[src/hw/adc_seq_pkg.sv]
package adc_seq_pkg;

   // ***************************************************************
   // Register map
   // ***************************************************************
   localparam logic [2:0] OFF_MAIN_CONTROL = 3'h0;
   localparam logic [2:0] OFF_PIN_REF_CFG  = 3'h1;
   localparam logic [2:0] OFF_TIMING_FMT   = 3'h2;
   localparam logic [2:0] OFF_RESULT_HIGH  = 3'h3;
   localparam logic [2:0] OFF_RESULT_LOW   = 3'h4;
   localparam logic [2:0] OFF_STATUS       = 3'h5;

   // ***************************************************************
   // Field positions
   // ***************************************************************
   localparam int BIT_CONVERTER_ON = 0;
   localparam int BIT_GO_BUSY      = 1;
   localparam int CHAN_LSB         = 2;
   localparam int CHAN_MSB         = 5;
   localparam int BIT_NEG_REF      = 5;
   localparam int BIT_POS_REF      = 4;
   localparam int PCFG_MSB         = 3;
   localparam int BIT_JUSTIFY      = 7;
   localparam int ACQ_LSB          = 3;
   localparam int ACQ_MSB          = 5;
   localparam int CLKSEL_MSB       = 2;
   localparam int BIT_DONE_FLAG    = 0;

   // ***************************************************************
   // Reset values
   // ***************************************************************
   localparam logic [7:0] RST_MAIN_CONTROL = 8'h00;
   localparam logic [7:0] RST_TIMING_FMT   = 8'h00;
   localparam logic [1:0] RST_REF_BITS     = 2'h0;
   localparam logic       RST_PCFG_MSB     = 1'h0;
   localparam logic [2:0] PCFG_LOW_ANALOG  = 3'h0;
   localparam logic [2:0] PCFG_LOW_DIGITAL = 3'h7;

   // ***************************************************************
   // Channels and conversion
   // ***************************************************************
   localparam int         NUM_INPUTS      = 13;
   localparam logic [3:0] LAST_CHANNEL    = 4'hc;
   localparam logic [3:0] SMALL_GAP_FIRST = 4'h5;
   localparam logic [3:0] SMALL_GAP_LAST  = 4'h7;
   localparam int         RESULT_BITS     = 10;
   localparam logic [4:0] CONV_TADS       = 5'h0b;
   localparam logic [9:0] SAR_FIRST_TRIAL = 10'h200;

   // ***************************************************************
   // Timing
   // ***************************************************************
   localparam int CLOCK_PERIOD_NS     = 100;
   localparam int INSTR_CYCLE_NS      = 400;
   localparam int INSTR_CYCLE_CYCLES_I =
      (INSTR_CYCLE_NS + CLOCK_PERIOD_NS - 1) / CLOCK_PERIOD_NS;
   localparam logic [2:0] INSTR_CYCLE_CYCLES = 3'(INSTR_CYCLE_CYCLES_I);

   // Conversion clock select codes
   localparam logic [2:0] CLK_DIV2  = 3'h0;
   localparam logic [2:0] CLK_DIV8  = 3'h1;
   localparam logic [2:0] CLK_DIV32 = 3'h2;
   localparam logic [2:0] CLK_DIV4  = 3'h4;
   localparam logic [2:0] CLK_DIV16 = 3'h5;
   localparam logic [2:0] CLK_DIV64 = 3'h6;

   typedef enum logic [3:0] {
      ST_SAMPLE  = 4'h1,
      ST_RCDELAY = 4'h2,
      ST_ACQUIRE = 4'h4,
      ST_CONVERT = 4'h8
   } conv_state_t;

   typedef struct packed {
      logic [3:0] channel;
      logic       channelValid;
      logic       negRefFromInput;
      logic       posRefFromInput;
      logic       sampleOn;
   } analog_ctrl_t;

   function automatic logic [4:0] acq_tads(input logic [2:0] code);
      case (code)
         3'h7:    acq_tads = 5'h14;
         3'h6:    acq_tads = 5'h10;
         3'h5:    acq_tads = 5'h0c;
         3'h4:    acq_tads = 5'h08;
         3'h3:    acq_tads = 5'h06;
         3'h2:    acq_tads = 5'h04;
         3'h1:    acq_tads = 5'h02;
         default: acq_tads = 5'h00;
      endcase
   endfunction : acq_tads

   function automatic logic [6:0] div_cycles(input logic [2:0] code);
      case (code)
         CLK_DIV2:  div_cycles = 7'h02;
         CLK_DIV8:  div_cycles = 7'h08;
         CLK_DIV32: div_cycles = 7'h20;
         CLK_DIV4:  div_cycles = 7'h04;
         CLK_DIV16: div_cycles = 7'h10;
         CLK_DIV64: div_cycles = 7'h40;
         default:   div_cycles = 7'h02;
      endcase
   endfunction : div_cycles

endpackage : adc_seq_pkg

[src/hw/adc_sequencer_control.sv]
// The register offsets and strobed register access were decided locally.
`timescale 1ns/1ps
module adc_sequencer_control (
   // Clock and reset
   input  wire logic                      clock,
   input  wire logic                      rst,
   // Straps
   input  wire logic                      portbAnalogDefault,
   input  wire logic                      largePackage,
   // Register port
   input  wire logic [2:0]                address,
   input  wire logic [7:0]                writeData,
   input  wire logic                      writeStrobe,
   input  wire logic                      readStrobe,
   output logic      [7:0]                readData,
   // Analog side
   input  wire logic                      comparatorHigh,
   input  wire logic                      rcTick,
   output adc_seq_pkg::analog_ctrl_t      analogCtrl,
   output logic      [9:0]                dacTrial,
   output logic      [12:0]               analogPinMask,
   // Status
   output logic                           conversionDoneFlag
);

   // ***************************************************************
   // Registers
   // ***************************************************************
   logic [3:0]  channelSelect_r;
   logic        converterOn_r;
   logic        goBusy_r;
   logic        negRefSelect_r;
   logic        posRefSelect_r;
   logic [3:0]  pinAnalogConfig_r;
   logic        resultJustify_r;
   logic [2:0]  acquisitionLength_r;
   logic [2:0]  conversionClockSelect_r;
   logic [7:0]  resultHighByte_r;
   logic [7:0]  resultLowByte_r;
   logic        doneFlag_r;
   logic        largePackage_r;
   logic [7:0]  readData_r;
   adc_seq_pkg::analog_ctrl_t analogCtrl_r;
   logic [12:0] analogPinMask_r;

   adc_seq_pkg::conv_state_t state_r;
   logic [4:0]  tadCount_r;
   logic [2:0]  rcDelay_r;
   logic [9:0]  sar_r;

   logic        wrMain;
   logic        startReq;
   logic        tadTick;
   logic        tickRun;
   logic        rcSelected;
   logic        convDone;
   logic [4:0]  acqLen;
   logic [3:0]  bitPos;
   logic [9:0]  sarFinal;
   logic [12:0] maskNxt;
   logic        chanValidNxt;

   assign wrMain     = writeStrobe && (address == adc_seq_pkg::OFF_MAIN_CONTROL);
   assign startReq   = wrMain && writeData[adc_seq_pkg::BIT_GO_BUSY]
                       && writeData[adc_seq_pkg::BIT_CONVERTER_ON]
                       && !goBusy_r;
   assign rcSelected = (conversionClockSelect_r[1:0] == 2'h3);
   assign acqLen     = adc_seq_pkg::acq_tads(acquisitionLength_r);
   assign tickRun    = (state_r == adc_seq_pkg::ST_ACQUIRE)
                       || (state_r == adc_seq_pkg::ST_CONVERT);
   assign bitPos     = 4'(adc_seq_pkg::CONV_TADS - tadCount_r - 5'h01);
   assign convDone   = (state_r == adc_seq_pkg::ST_CONVERT) && tadTick && converterOn_r && !rst
                       && (tadCount_r == adc_seq_pkg::CONV_TADS - 5'h01);

   // ***************************************************************
   // Conversion clock
   // ***************************************************************
   adc_tad_tick tadGen (
      .clock       (clock),
      .rst         (rst),
      .run         (tickRun),
      .clockSelect (conversionClockSelect_r),
      .rcTick      (rcTick),
      .tadTick     (tadTick)
   );

   // ***************************************************************
   // Control registers
   // ***************************************************************
   always_ff @(posedge clock) begin
      if (rst) begin
         channelSelect_r <= adc_seq_pkg::RST_MAIN_CONTROL[adc_seq_pkg::CHAN_MSB:
                                                          adc_seq_pkg::CHAN_LSB];
         converterOn_r   <= adc_seq_pkg::RST_MAIN_CONTROL[adc_seq_pkg::BIT_CONVERTER_ON];
      end else if (wrMain) begin
         channelSelect_r <= writeData[adc_seq_pkg::CHAN_MSB:adc_seq_pkg::CHAN_LSB];
         converterOn_r   <= writeData[adc_seq_pkg::BIT_CONVERTER_ON];
      end
   end

   always_ff @(posedge clock) begin
      if (rst) begin
         {negRefSelect_r, posRefSelect_r} <= adc_seq_pkg::RST_REF_BITS;
         pinAnalogConfig_r[adc_seq_pkg::PCFG_MSB] <= adc_seq_pkg::RST_PCFG_MSB;
         pinAnalogConfig_r[2:0] <= portbAnalogDefault ? adc_seq_pkg::PCFG_LOW_ANALOG
                                                      : adc_seq_pkg::PCFG_LOW_DIGITAL;
      end else if (writeStrobe && address == adc_seq_pkg::OFF_PIN_REF_CFG) begin
         negRefSelect_r    <= writeData[adc_seq_pkg::BIT_NEG_REF];
         posRefSelect_r    <= writeData[adc_seq_pkg::BIT_POS_REF];
         pinAnalogConfig_r <= writeData[adc_seq_pkg::PCFG_MSB:0];
      end
   end

   always_ff @(posedge clock) begin
      if (rst) begin
         resultJustify_r         <= adc_seq_pkg::RST_TIMING_FMT[adc_seq_pkg::BIT_JUSTIFY];
         acquisitionLength_r     <= adc_seq_pkg::RST_TIMING_FMT[adc_seq_pkg::ACQ_MSB:
                                                               adc_seq_pkg::ACQ_LSB];
         conversionClockSelect_r <= adc_seq_pkg::RST_TIMING_FMT[adc_seq_pkg::CLKSEL_MSB:0];
      end else if (writeStrobe && address == adc_seq_pkg::OFF_TIMING_FMT) begin
         resultJustify_r         <= writeData[adc_seq_pkg::BIT_JUSTIFY];
         acquisitionLength_r     <= writeData[adc_seq_pkg::ACQ_MSB:adc_seq_pkg::ACQ_LSB];
         conversionClockSelect_r <= writeData[adc_seq_pkg::CLKSEL_MSB:0];
      end
   end

   // Package strap caught on every clocked reset cycle
   always_ff @(posedge clock) begin
      if (rst) begin
         largePackage_r <= largePackage;
      end
   end

   // ***************************************************************
   // Sequencer
   // ***************************************************************
   always_ff @(posedge clock) begin
      if (rst || !converterOn_r) begin
         state_r    <= adc_seq_pkg::ST_SAMPLE;
         goBusy_r   <= 1'b0;
         tadCount_r <= 5'h00;
         rcDelay_r  <= 3'h0;
         sar_r      <= 10'h000;
      end else begin
         case (state_r)
            adc_seq_pkg::ST_SAMPLE: begin
               if (startReq) begin
                  goBusy_r   <= 1'b1;
                  tadCount_r <= 5'h00;
                  rcDelay_r  <= 3'h0;
                  if (rcSelected) begin
                     state_r <= adc_seq_pkg::ST_RCDELAY;
                  end else if (acqLen != 5'h00) begin
                     state_r <= adc_seq_pkg::ST_ACQUIRE;
                  end else begin
                     state_r <= adc_seq_pkg::ST_CONVERT;
                  end
               end
            end
            adc_seq_pkg::ST_RCDELAY: begin
               if (rcDelay_r == adc_seq_pkg::INSTR_CYCLE_CYCLES - 3'h1) begin
                  state_r <= (acqLen != 5'h00) ? adc_seq_pkg::ST_ACQUIRE
                                               : adc_seq_pkg::ST_CONVERT;
               end else begin
                  rcDelay_r <= rcDelay_r + 3'h1;
               end
            end
            adc_seq_pkg::ST_ACQUIRE: begin
               if (tadTick) begin
                  if (tadCount_r == acqLen - 5'h01) begin
                     tadCount_r <= 5'h00;
                     state_r    <= adc_seq_pkg::ST_CONVERT;
                  end else begin
                     tadCount_r <= tadCount_r + 5'h01;
                  end
               end
            end
            adc_seq_pkg::ST_CONVERT: begin
               if (tadTick) begin
                  if (tadCount_r == 5'h00) begin
                     sar_r <= adc_seq_pkg::SAR_FIRST_TRIAL;
                  end else begin
                     sar_r <= sarFinal;
                  end
                  if (convDone) begin
                     goBusy_r   <= 1'b0;
                     tadCount_r <= 5'h00;
                     state_r    <= adc_seq_pkg::ST_SAMPLE;
                  end else begin
                     tadCount_r <= tadCount_r + 5'h01;
                  end
               end
            end
            default: begin
               state_r  <= adc_seq_pkg::ST_SAMPLE;
               goBusy_r <= 1'b0;
            end
         endcase
      end
   end

   // Keep or drop the bit under trial, then set the next trial bit
   always_comb begin
      sarFinal = sar_r;
      if (tadCount_r != 5'h00) begin
         sarFinal[bitPos] = comparatorHigh;
         if (bitPos != 4'h0) begin
            sarFinal[bitPos - 4'h1] = 1'b1;
         end
      end
   end

   // ***************************************************************
   // Result pair, no reset
   // ***************************************************************
   always_ff @(posedge clock) begin
      if (convDone) begin
         if (resultJustify_r) begin
            resultHighByte_r <= {6'h00, sarFinal[9:8]};
            resultLowByte_r  <= sarFinal[7:0];
         end else begin
            resultHighByte_r <= sarFinal[9:2];
            resultLowByte_r  <= {sarFinal[1:0], 6'h00};
         end
      end
   end

   // Completion flag: a completion in the clearing cycle wins
   always_ff @(posedge clock) begin
      if (rst) begin
         doneFlag_r <= 1'b0;
      end else if (convDone) begin
         doneFlag_r <= 1'b1;
      end else if (writeStrobe && address == adc_seq_pkg::OFF_STATUS) begin
         doneFlag_r <= writeData[adc_seq_pkg::BIT_DONE_FLAG];
      end
   end

   // ***************************************************************
   // Analog side
   // ***************************************************************
   always_comb begin
      for (int i = 0; i < adc_seq_pkg::NUM_INPUTS; i++) begin
         maskNxt[i] = (5'(i) + {1'b0, pinAnalogConfig_r} < 5'h0f)
                      && (largePackage_r || 4'(i) < adc_seq_pkg::SMALL_GAP_FIRST
                          || 4'(i) > adc_seq_pkg::SMALL_GAP_LAST);
      end
      chanValidNxt = (channelSelect_r <= adc_seq_pkg::LAST_CHANNEL)
                     && (largePackage_r
                         || channelSelect_r < adc_seq_pkg::SMALL_GAP_FIRST
                         || channelSelect_r > adc_seq_pkg::SMALL_GAP_LAST);
   end

   always_ff @(posedge clock) begin
      if (rst) begin
         analogCtrl_r    <= '0;
         analogPinMask_r <= 13'h0000;
      end else begin
         analogCtrl_r.channel         <= channelSelect_r;
         analogCtrl_r.channelValid    <= chanValidNxt;
         analogCtrl_r.negRefFromInput <= negRefSelect_r;
         analogCtrl_r.posRefFromInput <= posRefSelect_r;
         analogCtrl_r.sampleOn        <= converterOn_r
                                         && state_r != adc_seq_pkg::ST_CONVERT;
         analogPinMask_r              <= maskNxt;
      end
   end

   // ***************************************************************
   // Register read port
   // ***************************************************************
   always_ff @(posedge clock) begin
      if (rst) begin
         readData_r <= 8'h00;
      end else if (readStrobe) begin
         case (address)
            adc_seq_pkg::OFF_MAIN_CONTROL:
               readData_r <= {2'h0, channelSelect_r,
                              goBusy_r && converterOn_r, converterOn_r};
            adc_seq_pkg::OFF_PIN_REF_CFG:
               readData_r <= {2'h0, negRefSelect_r, posRefSelect_r, pinAnalogConfig_r};
            adc_seq_pkg::OFF_TIMING_FMT:
               readData_r <= {resultJustify_r, 1'b0, acquisitionLength_r,
                              conversionClockSelect_r};
            adc_seq_pkg::OFF_RESULT_HIGH: readData_r <= resultHighByte_r;
            adc_seq_pkg::OFF_RESULT_LOW:  readData_r <= resultLowByte_r;
            adc_seq_pkg::OFF_STATUS:      readData_r <= {7'h00, doneFlag_r};
            default:                      readData_r <= 8'h00;
         endcase
      end else begin
         readData_r <= 8'h00;
      end
   end

   assign readData           = readData_r;
   assign analogCtrl         = analogCtrl_r;
   assign dacTrial           = sar_r;
   assign analogPinMask      = analogPinMask_r;
   assign conversionDoneFlag = doneFlag_r;

endmodule : adc_sequencer_control

[src/hw/adc_tad_tick.sv]
`timescale 1ns/1ps
module adc_tad_tick (
   // Clock and reset
   input  wire logic       clock,
   input  wire logic       rst,
   // Control
   input  wire logic       run,
   input  wire logic [2:0] clockSelect,
   input  wire logic       rcTick,
   // Conversion bit period strobe
   output logic            tadTick
);

   logic [6:0] divCount_r;
   logic       useRc;

   assign useRc = (clockSelect[1:0] == 2'h3);

   // ***************************************************************
   // Oscillator divider or internal RC pulse
   // ***************************************************************
   always_ff @(posedge clock) begin
      if (rst || !run || useRc) begin
         divCount_r <= 7'h00;
      end else if (divCount_r == adc_seq_pkg::div_cycles(clockSelect) - 7'h01) begin
         divCount_r <= 7'h00;
      end else begin
         divCount_r <= divCount_r + 7'h01;
      end
   end

   always_comb begin
      if (!run) begin
         tadTick = 1'b0;
      end else if (useRc) begin
         tadTick = rcTick;
      end else begin
         tadTick = (divCount_r == adc_seq_pkg::div_cycles(clockSelect) - 7'h01);
      end
   end

endmodule : adc_tad_tick

[config.mk]
export PLATFORM = sky130hd
export DESIGN_NAME = adc_sequencer_control
export DESIGN_NICKNAME = d
export VERILOG_FILES = /design/src/hw/adc_seq_pkg.sv /design/src/hw/adc_sequencer_control.sv /design/src/hw/adc_tad_tick.sv
export SDC_FILE = /design/constraint.sdc
export NUM_CORES = 1
export LEC_CHECK = 0
export BUFFER_PORTS_ARGS = -buffer_cell sky130_fd_sc_hd__clkbuf_2
export CORE_AREA = 5 5 117 119
export CTS_BUF_LIST = sky130_fd_sc_hd__clkbuf_16
export DETAILED_ROUTE_END_ITERATION = 8
export DIE_AREA = 0 0 122 124
export GPL_ROUTABILITY_DRIVEN = 0
export PLACE_DENSITY = 0.68
export SLEW_MARGIN = 0
export SYNTH_ARGS = -nofsm -noshare
export SYNTH_HDL_FRONTEND = slang
export SYNTH_SLANG_ARGS = --single-unit
[constraint.sdc]
create_clock -name clock -period 2.6 [get_ports clock]
set_input_delay 0.52 -clock clock [delete_from_list [all_inputs] [get_ports clock]]
set_output_delay 0.52 -clock clock [all_outputs]
set_load 0.005 [all_outputs]
==> results by group <==
STA
  • Final worst path period share: 98.9%
  • Min Hold Slack: 0.369 ns
  • Final WS setup: 0.0292 ns
  • Final number of max-transition violations: 0
  • Final setup viols: 0
  • Post-route setup TNS: 0 ns
  • Fmax achieved: 389 MHz
  • Hold Fails Final Rpt: 0
  • Worst Tran Pin Value: 0.669 ns
  • Clock skew: 0.00991 ns
  • Max-slew headroom: 54.8%
  • Unrepaired setup endpoints after global routing: yes
  • Minimum clock period after layout: 2.57 ns

Routing
  • Via-to-Cell Ratio: 5.41
  • Initial DRC Count: 321
  • Routed vias: 4377
  • Initial DRT Pass Iterations: 5
  • Final ANT Viol Nets: 0
  • DR WL/cell: 15.4 µm
  • Routed Wire Length: 12400 µm
  • Residual DRC: 0

GRT
  • Global-route usage over all layers: 17.0%
  • Initial antenna violation count: 0
  • First-pass GRT wire length: 20600 µm
  • Largest net degree at the start of global routing: 43
  • Global route total overflow: 0
  • Vias in the first global route: 4236

Power
  • PnR Total Power: 3.07 mW
  • Clock power share: 41.9%
  • Combinational power share: 7.3%
  • Leakage: 2.38 nW
  • Switching share of total power: 23.8%
  • Pwr per Cell Area: 507 mW/mm²
  • VDD IR-drop max: 439 µV
  • Internal cell power: 2.34 mW
  • Psw: 0.731 mW
  • Sequential power share: 50.8%

Critical path
  • R2R Setup Slk: 0.03 ns
  • Crit path max fanout: 4
  • Worst r2r dst: state_r[3]
  • Worst EP arrival: 2.84 ns
  • Setup CP Type: reg -> reg
  • R2R depth: 7
  • Startpoint Class: flip-flop
  • Cells along the critical path: nor2b_1 > or4_1 > a221o_1 > o311a_4 > nor4_4 > or3b_1 > a21oi_1
  • Worst Setup End Kind: flip-flop
  • Slowest cell on crit path: or4_1
  • Largest stage delay on the critical path: 0.46 ns
  • Required time of the critical path: 2.87 ns
  • Worst reg2reg path startpoint: conversionClockSelect_r[2]

Final layout
  • Share of cells above drive strength 1: 20.1%
  • Final Core Density: 48.6%
  • Layout overhead on the synthesized area: 20.0%
  • Diode count: 0
  • Post-Layout Cell Count: 809
  • Fill cell count: 1190
  • Multi-input gate area: 0.00279 mm²
  • Nets@finish: 671
  • Storage element area: 0.00210 mm²
  • Finished Cell Area: 0.00606 mm²

Run
  • Max cap viols: 0

Yosys
  • Share of the synthesized area in the top cell type: 29.7%
  • Syn Inst Count: 560
  • Async set-or-reset flop fraction in the synthesized netlist: 0%
  • Commonest cells in the netlist: nor2_1, dfxtp_1, mux2i_1, nand2_1, clkbuf_1
  • Synthesized area per cell: 9.02 µm²
  • Distinct cell type count after synthesis: 66
  • Ys flop type: dfxtp_1
  • Number of synthesized register bits: 95
  • Seq/Total Area, Yosys: 41.6%
  • Net count after synthesis: 599
  • Post-synth EDFFs: 20
  • Largest area contributor in the netlist: dfxtp_1
  • Mapped Area: 0.00505 mm²
  • Area contributors post-synth: dfxtp_1, edfxtp_1, mux2i_1
  • Ys Warns: 0
  • Most common cell in the synthesized netlist: nor2_1

Floorplanning
  • Width of the chip: 122 µm
  • Starting Density: 40.5%
  • Core Area: 0.0125 mm²
  • Die height: 124 µm
  • Die Area: 0.0151 mm²
  • Io pins: 59
  • Row count: 41

Clock tree
  • CTS clk-pin slew, worst paths: 0.07 ns
  • Max clock buf depth: 2
  • CTS buffer count: 9
  • CTS tree: done
  • Clock root buffer: clkbuf_16
  • H-tree level count: 3
  • CTS Sinks: 95
  • Clock latency on the worst-skew pair: 0.35 ns

Worst hold path
  • Hold WC Path Type: in -> reg
  • Hold Path Depth: 1
  • Hold path endpoint: largePackage_r
  • HP Start: largePackage

Placed design
  • DPL Wire Length: 9130 µm
  • Placement Setup Slack: 0.0660 ns
  • Port buffer count: 57
  • Post-DP Area: 0.00573 mm²
  • Placed cell count: 793

Outcome
  • Status: complete, no violations
==> placed cells by master (no fill, tap or decap), types with 3 or more instances in the layout <==
| cell | synthesis | routed |
|---|---|---|
| a211oi_1 | 4 | 4 |
| a21boi_0 | 8 | 8 |
| a21o_1 | 3 | 3 |
| a21oi_1 | 25 | 25 |
| a221o_1 | 3 | 3 |
| a22o_1 | 5 | 5 |
| a31oi_1 | 5 | 5 |
| and2_1 | 7 | 7 |
| and3_1 | 5 | 5 |
| buf_4 | 1 | 35 |
| clkbuf_16 | 0 | 10 |
| clkbuf_2 | 0 | 57 |
| dfxtp_1 | 75 | 75 |
| edfxtp_1 | 20 | 20 |
| ha_1 | 20 | 18 |
| inv_1 | 18 | 20 |
| mux2i_1 | 32 | 32 |
| nand2_1 | 32 | 32 |
| nand2b_1 | 10 | 10 |
| nand3_1 | 21 | 21 |
| nand3b_1 | 3 | 3 |
| nand4b_1 | 3 | 3 |
| nor2_1 | 80 | 80 |
| nor2b_1 | 17 | 16 |
| nor3_1 | 9 | 9 |
| nor3b_1 | 7 | 7 |
| nor4_1 | 4 | 4 |
| o21a_1 | 7 | 7 |
| o21ai_0 | 25 | 25 |
| o22a_1 | 3 | 3 |
| o31ai_1 | 6 | 5 |
| or4_1 | 3 | 3 |
| xnor2_1 | 14 | 13 |
| xor2_1 | 6 | 6 |
==> worst max-delay path by stage <==
stage                                           from                  end  slack, ns  depth (start not counted)
after floorplan                           address[1]           state_r[3]       0.02                          8
after global placement                 tadCount_r[0]  resultHighByte_r[1]       0.12                          9
after detailed placement               tadCount_r[0]  resultHighByte_r[1]       0.07                          9
after CTS                 conversionClockSelect_r[0]          dacTrial[5]      0.008                          8
after global routing      conversionClockSelect_r[0]           state_r[3]      -0.09                          8
final                     conversionClockSelect_r[2]           state_r[3]       0.03                          7
==> metal layers <==
layer,share of wire [%],GRT usage (%),vias up
met5,0,0,-
met4,1.5,5.25,0
met3,7.3,3.95,14
met2,46,28.1,160
met1,45,22.0,2055
li1,-,-,2148
==> registers in the layout, indices dropped and copies added (netlist names), 4 cells and up <==
name / flops
tadCount_r: 5
channelSelect_r: 4
readData: 8
dacTrial: 10
pinAnalogConfig_r: 4
analogPinMask: 13
tadGen.divCount_r: 7
resultLowByte_r: 8
resultHighByte_r: 8
analogCtrl: 8
state_r: 4
==> repair_timing <==
item | 4_1_cts | 5_1_grt
setup buffers | 0 | 0
setup endpoints to repair | 0 | 34
gates resized for setup | 0 | 8
endpoints found under the hold margin | 0 | 0
hold buffers | 0 | 0
==> worst max-delay path: cells and delay by family (launching register included) <==
kind | cells | cell delay, ns
AO/OA/AOI/OAI | 3 | 0.93
flip-flops | 1 | 0.31
AND/OR/NAND/NOR | 4 | 1.25
==> power by group through the flow <==
stage          clock network [mW]  logic [mW]  registers [mW]
2_1_floorplan                   0       0.141            1.59
3_3_place_gp                    0       0.216            1.59
3_5_place_dp                    0       0.222            1.59
4_1_cts                      1.32       0.223            1.56
5_1_grt                      1.39       0.248            1.56
6_report                     1.29       0.224            1.56
==> kinds of logic after synthesis <==
logic type,count (synthesis),share of synthesized area [%]
compound gates,123,16.8
buf+inv,52,3.94
mux,36,7.68
fa+ha+maj,20,4.96
simple gates,214,21.5
flops,95,41.6
xor+xnor,20,3.47
==> layout make-up <==
class / instances / share of cell area [%]
Inverter: 19 / 1.18
Clock inverter: 6 / 0.682
Multi-Input combinational cell: 413 / 46.1
Sequential cell: 95 / 34.7
Timing Repair Buffer: 94 / 9.71
Clock buffer: 10 / 4.13
Tap cell: 172 / 3.55
Note: power is estimated with default switching activity, not from simulation.
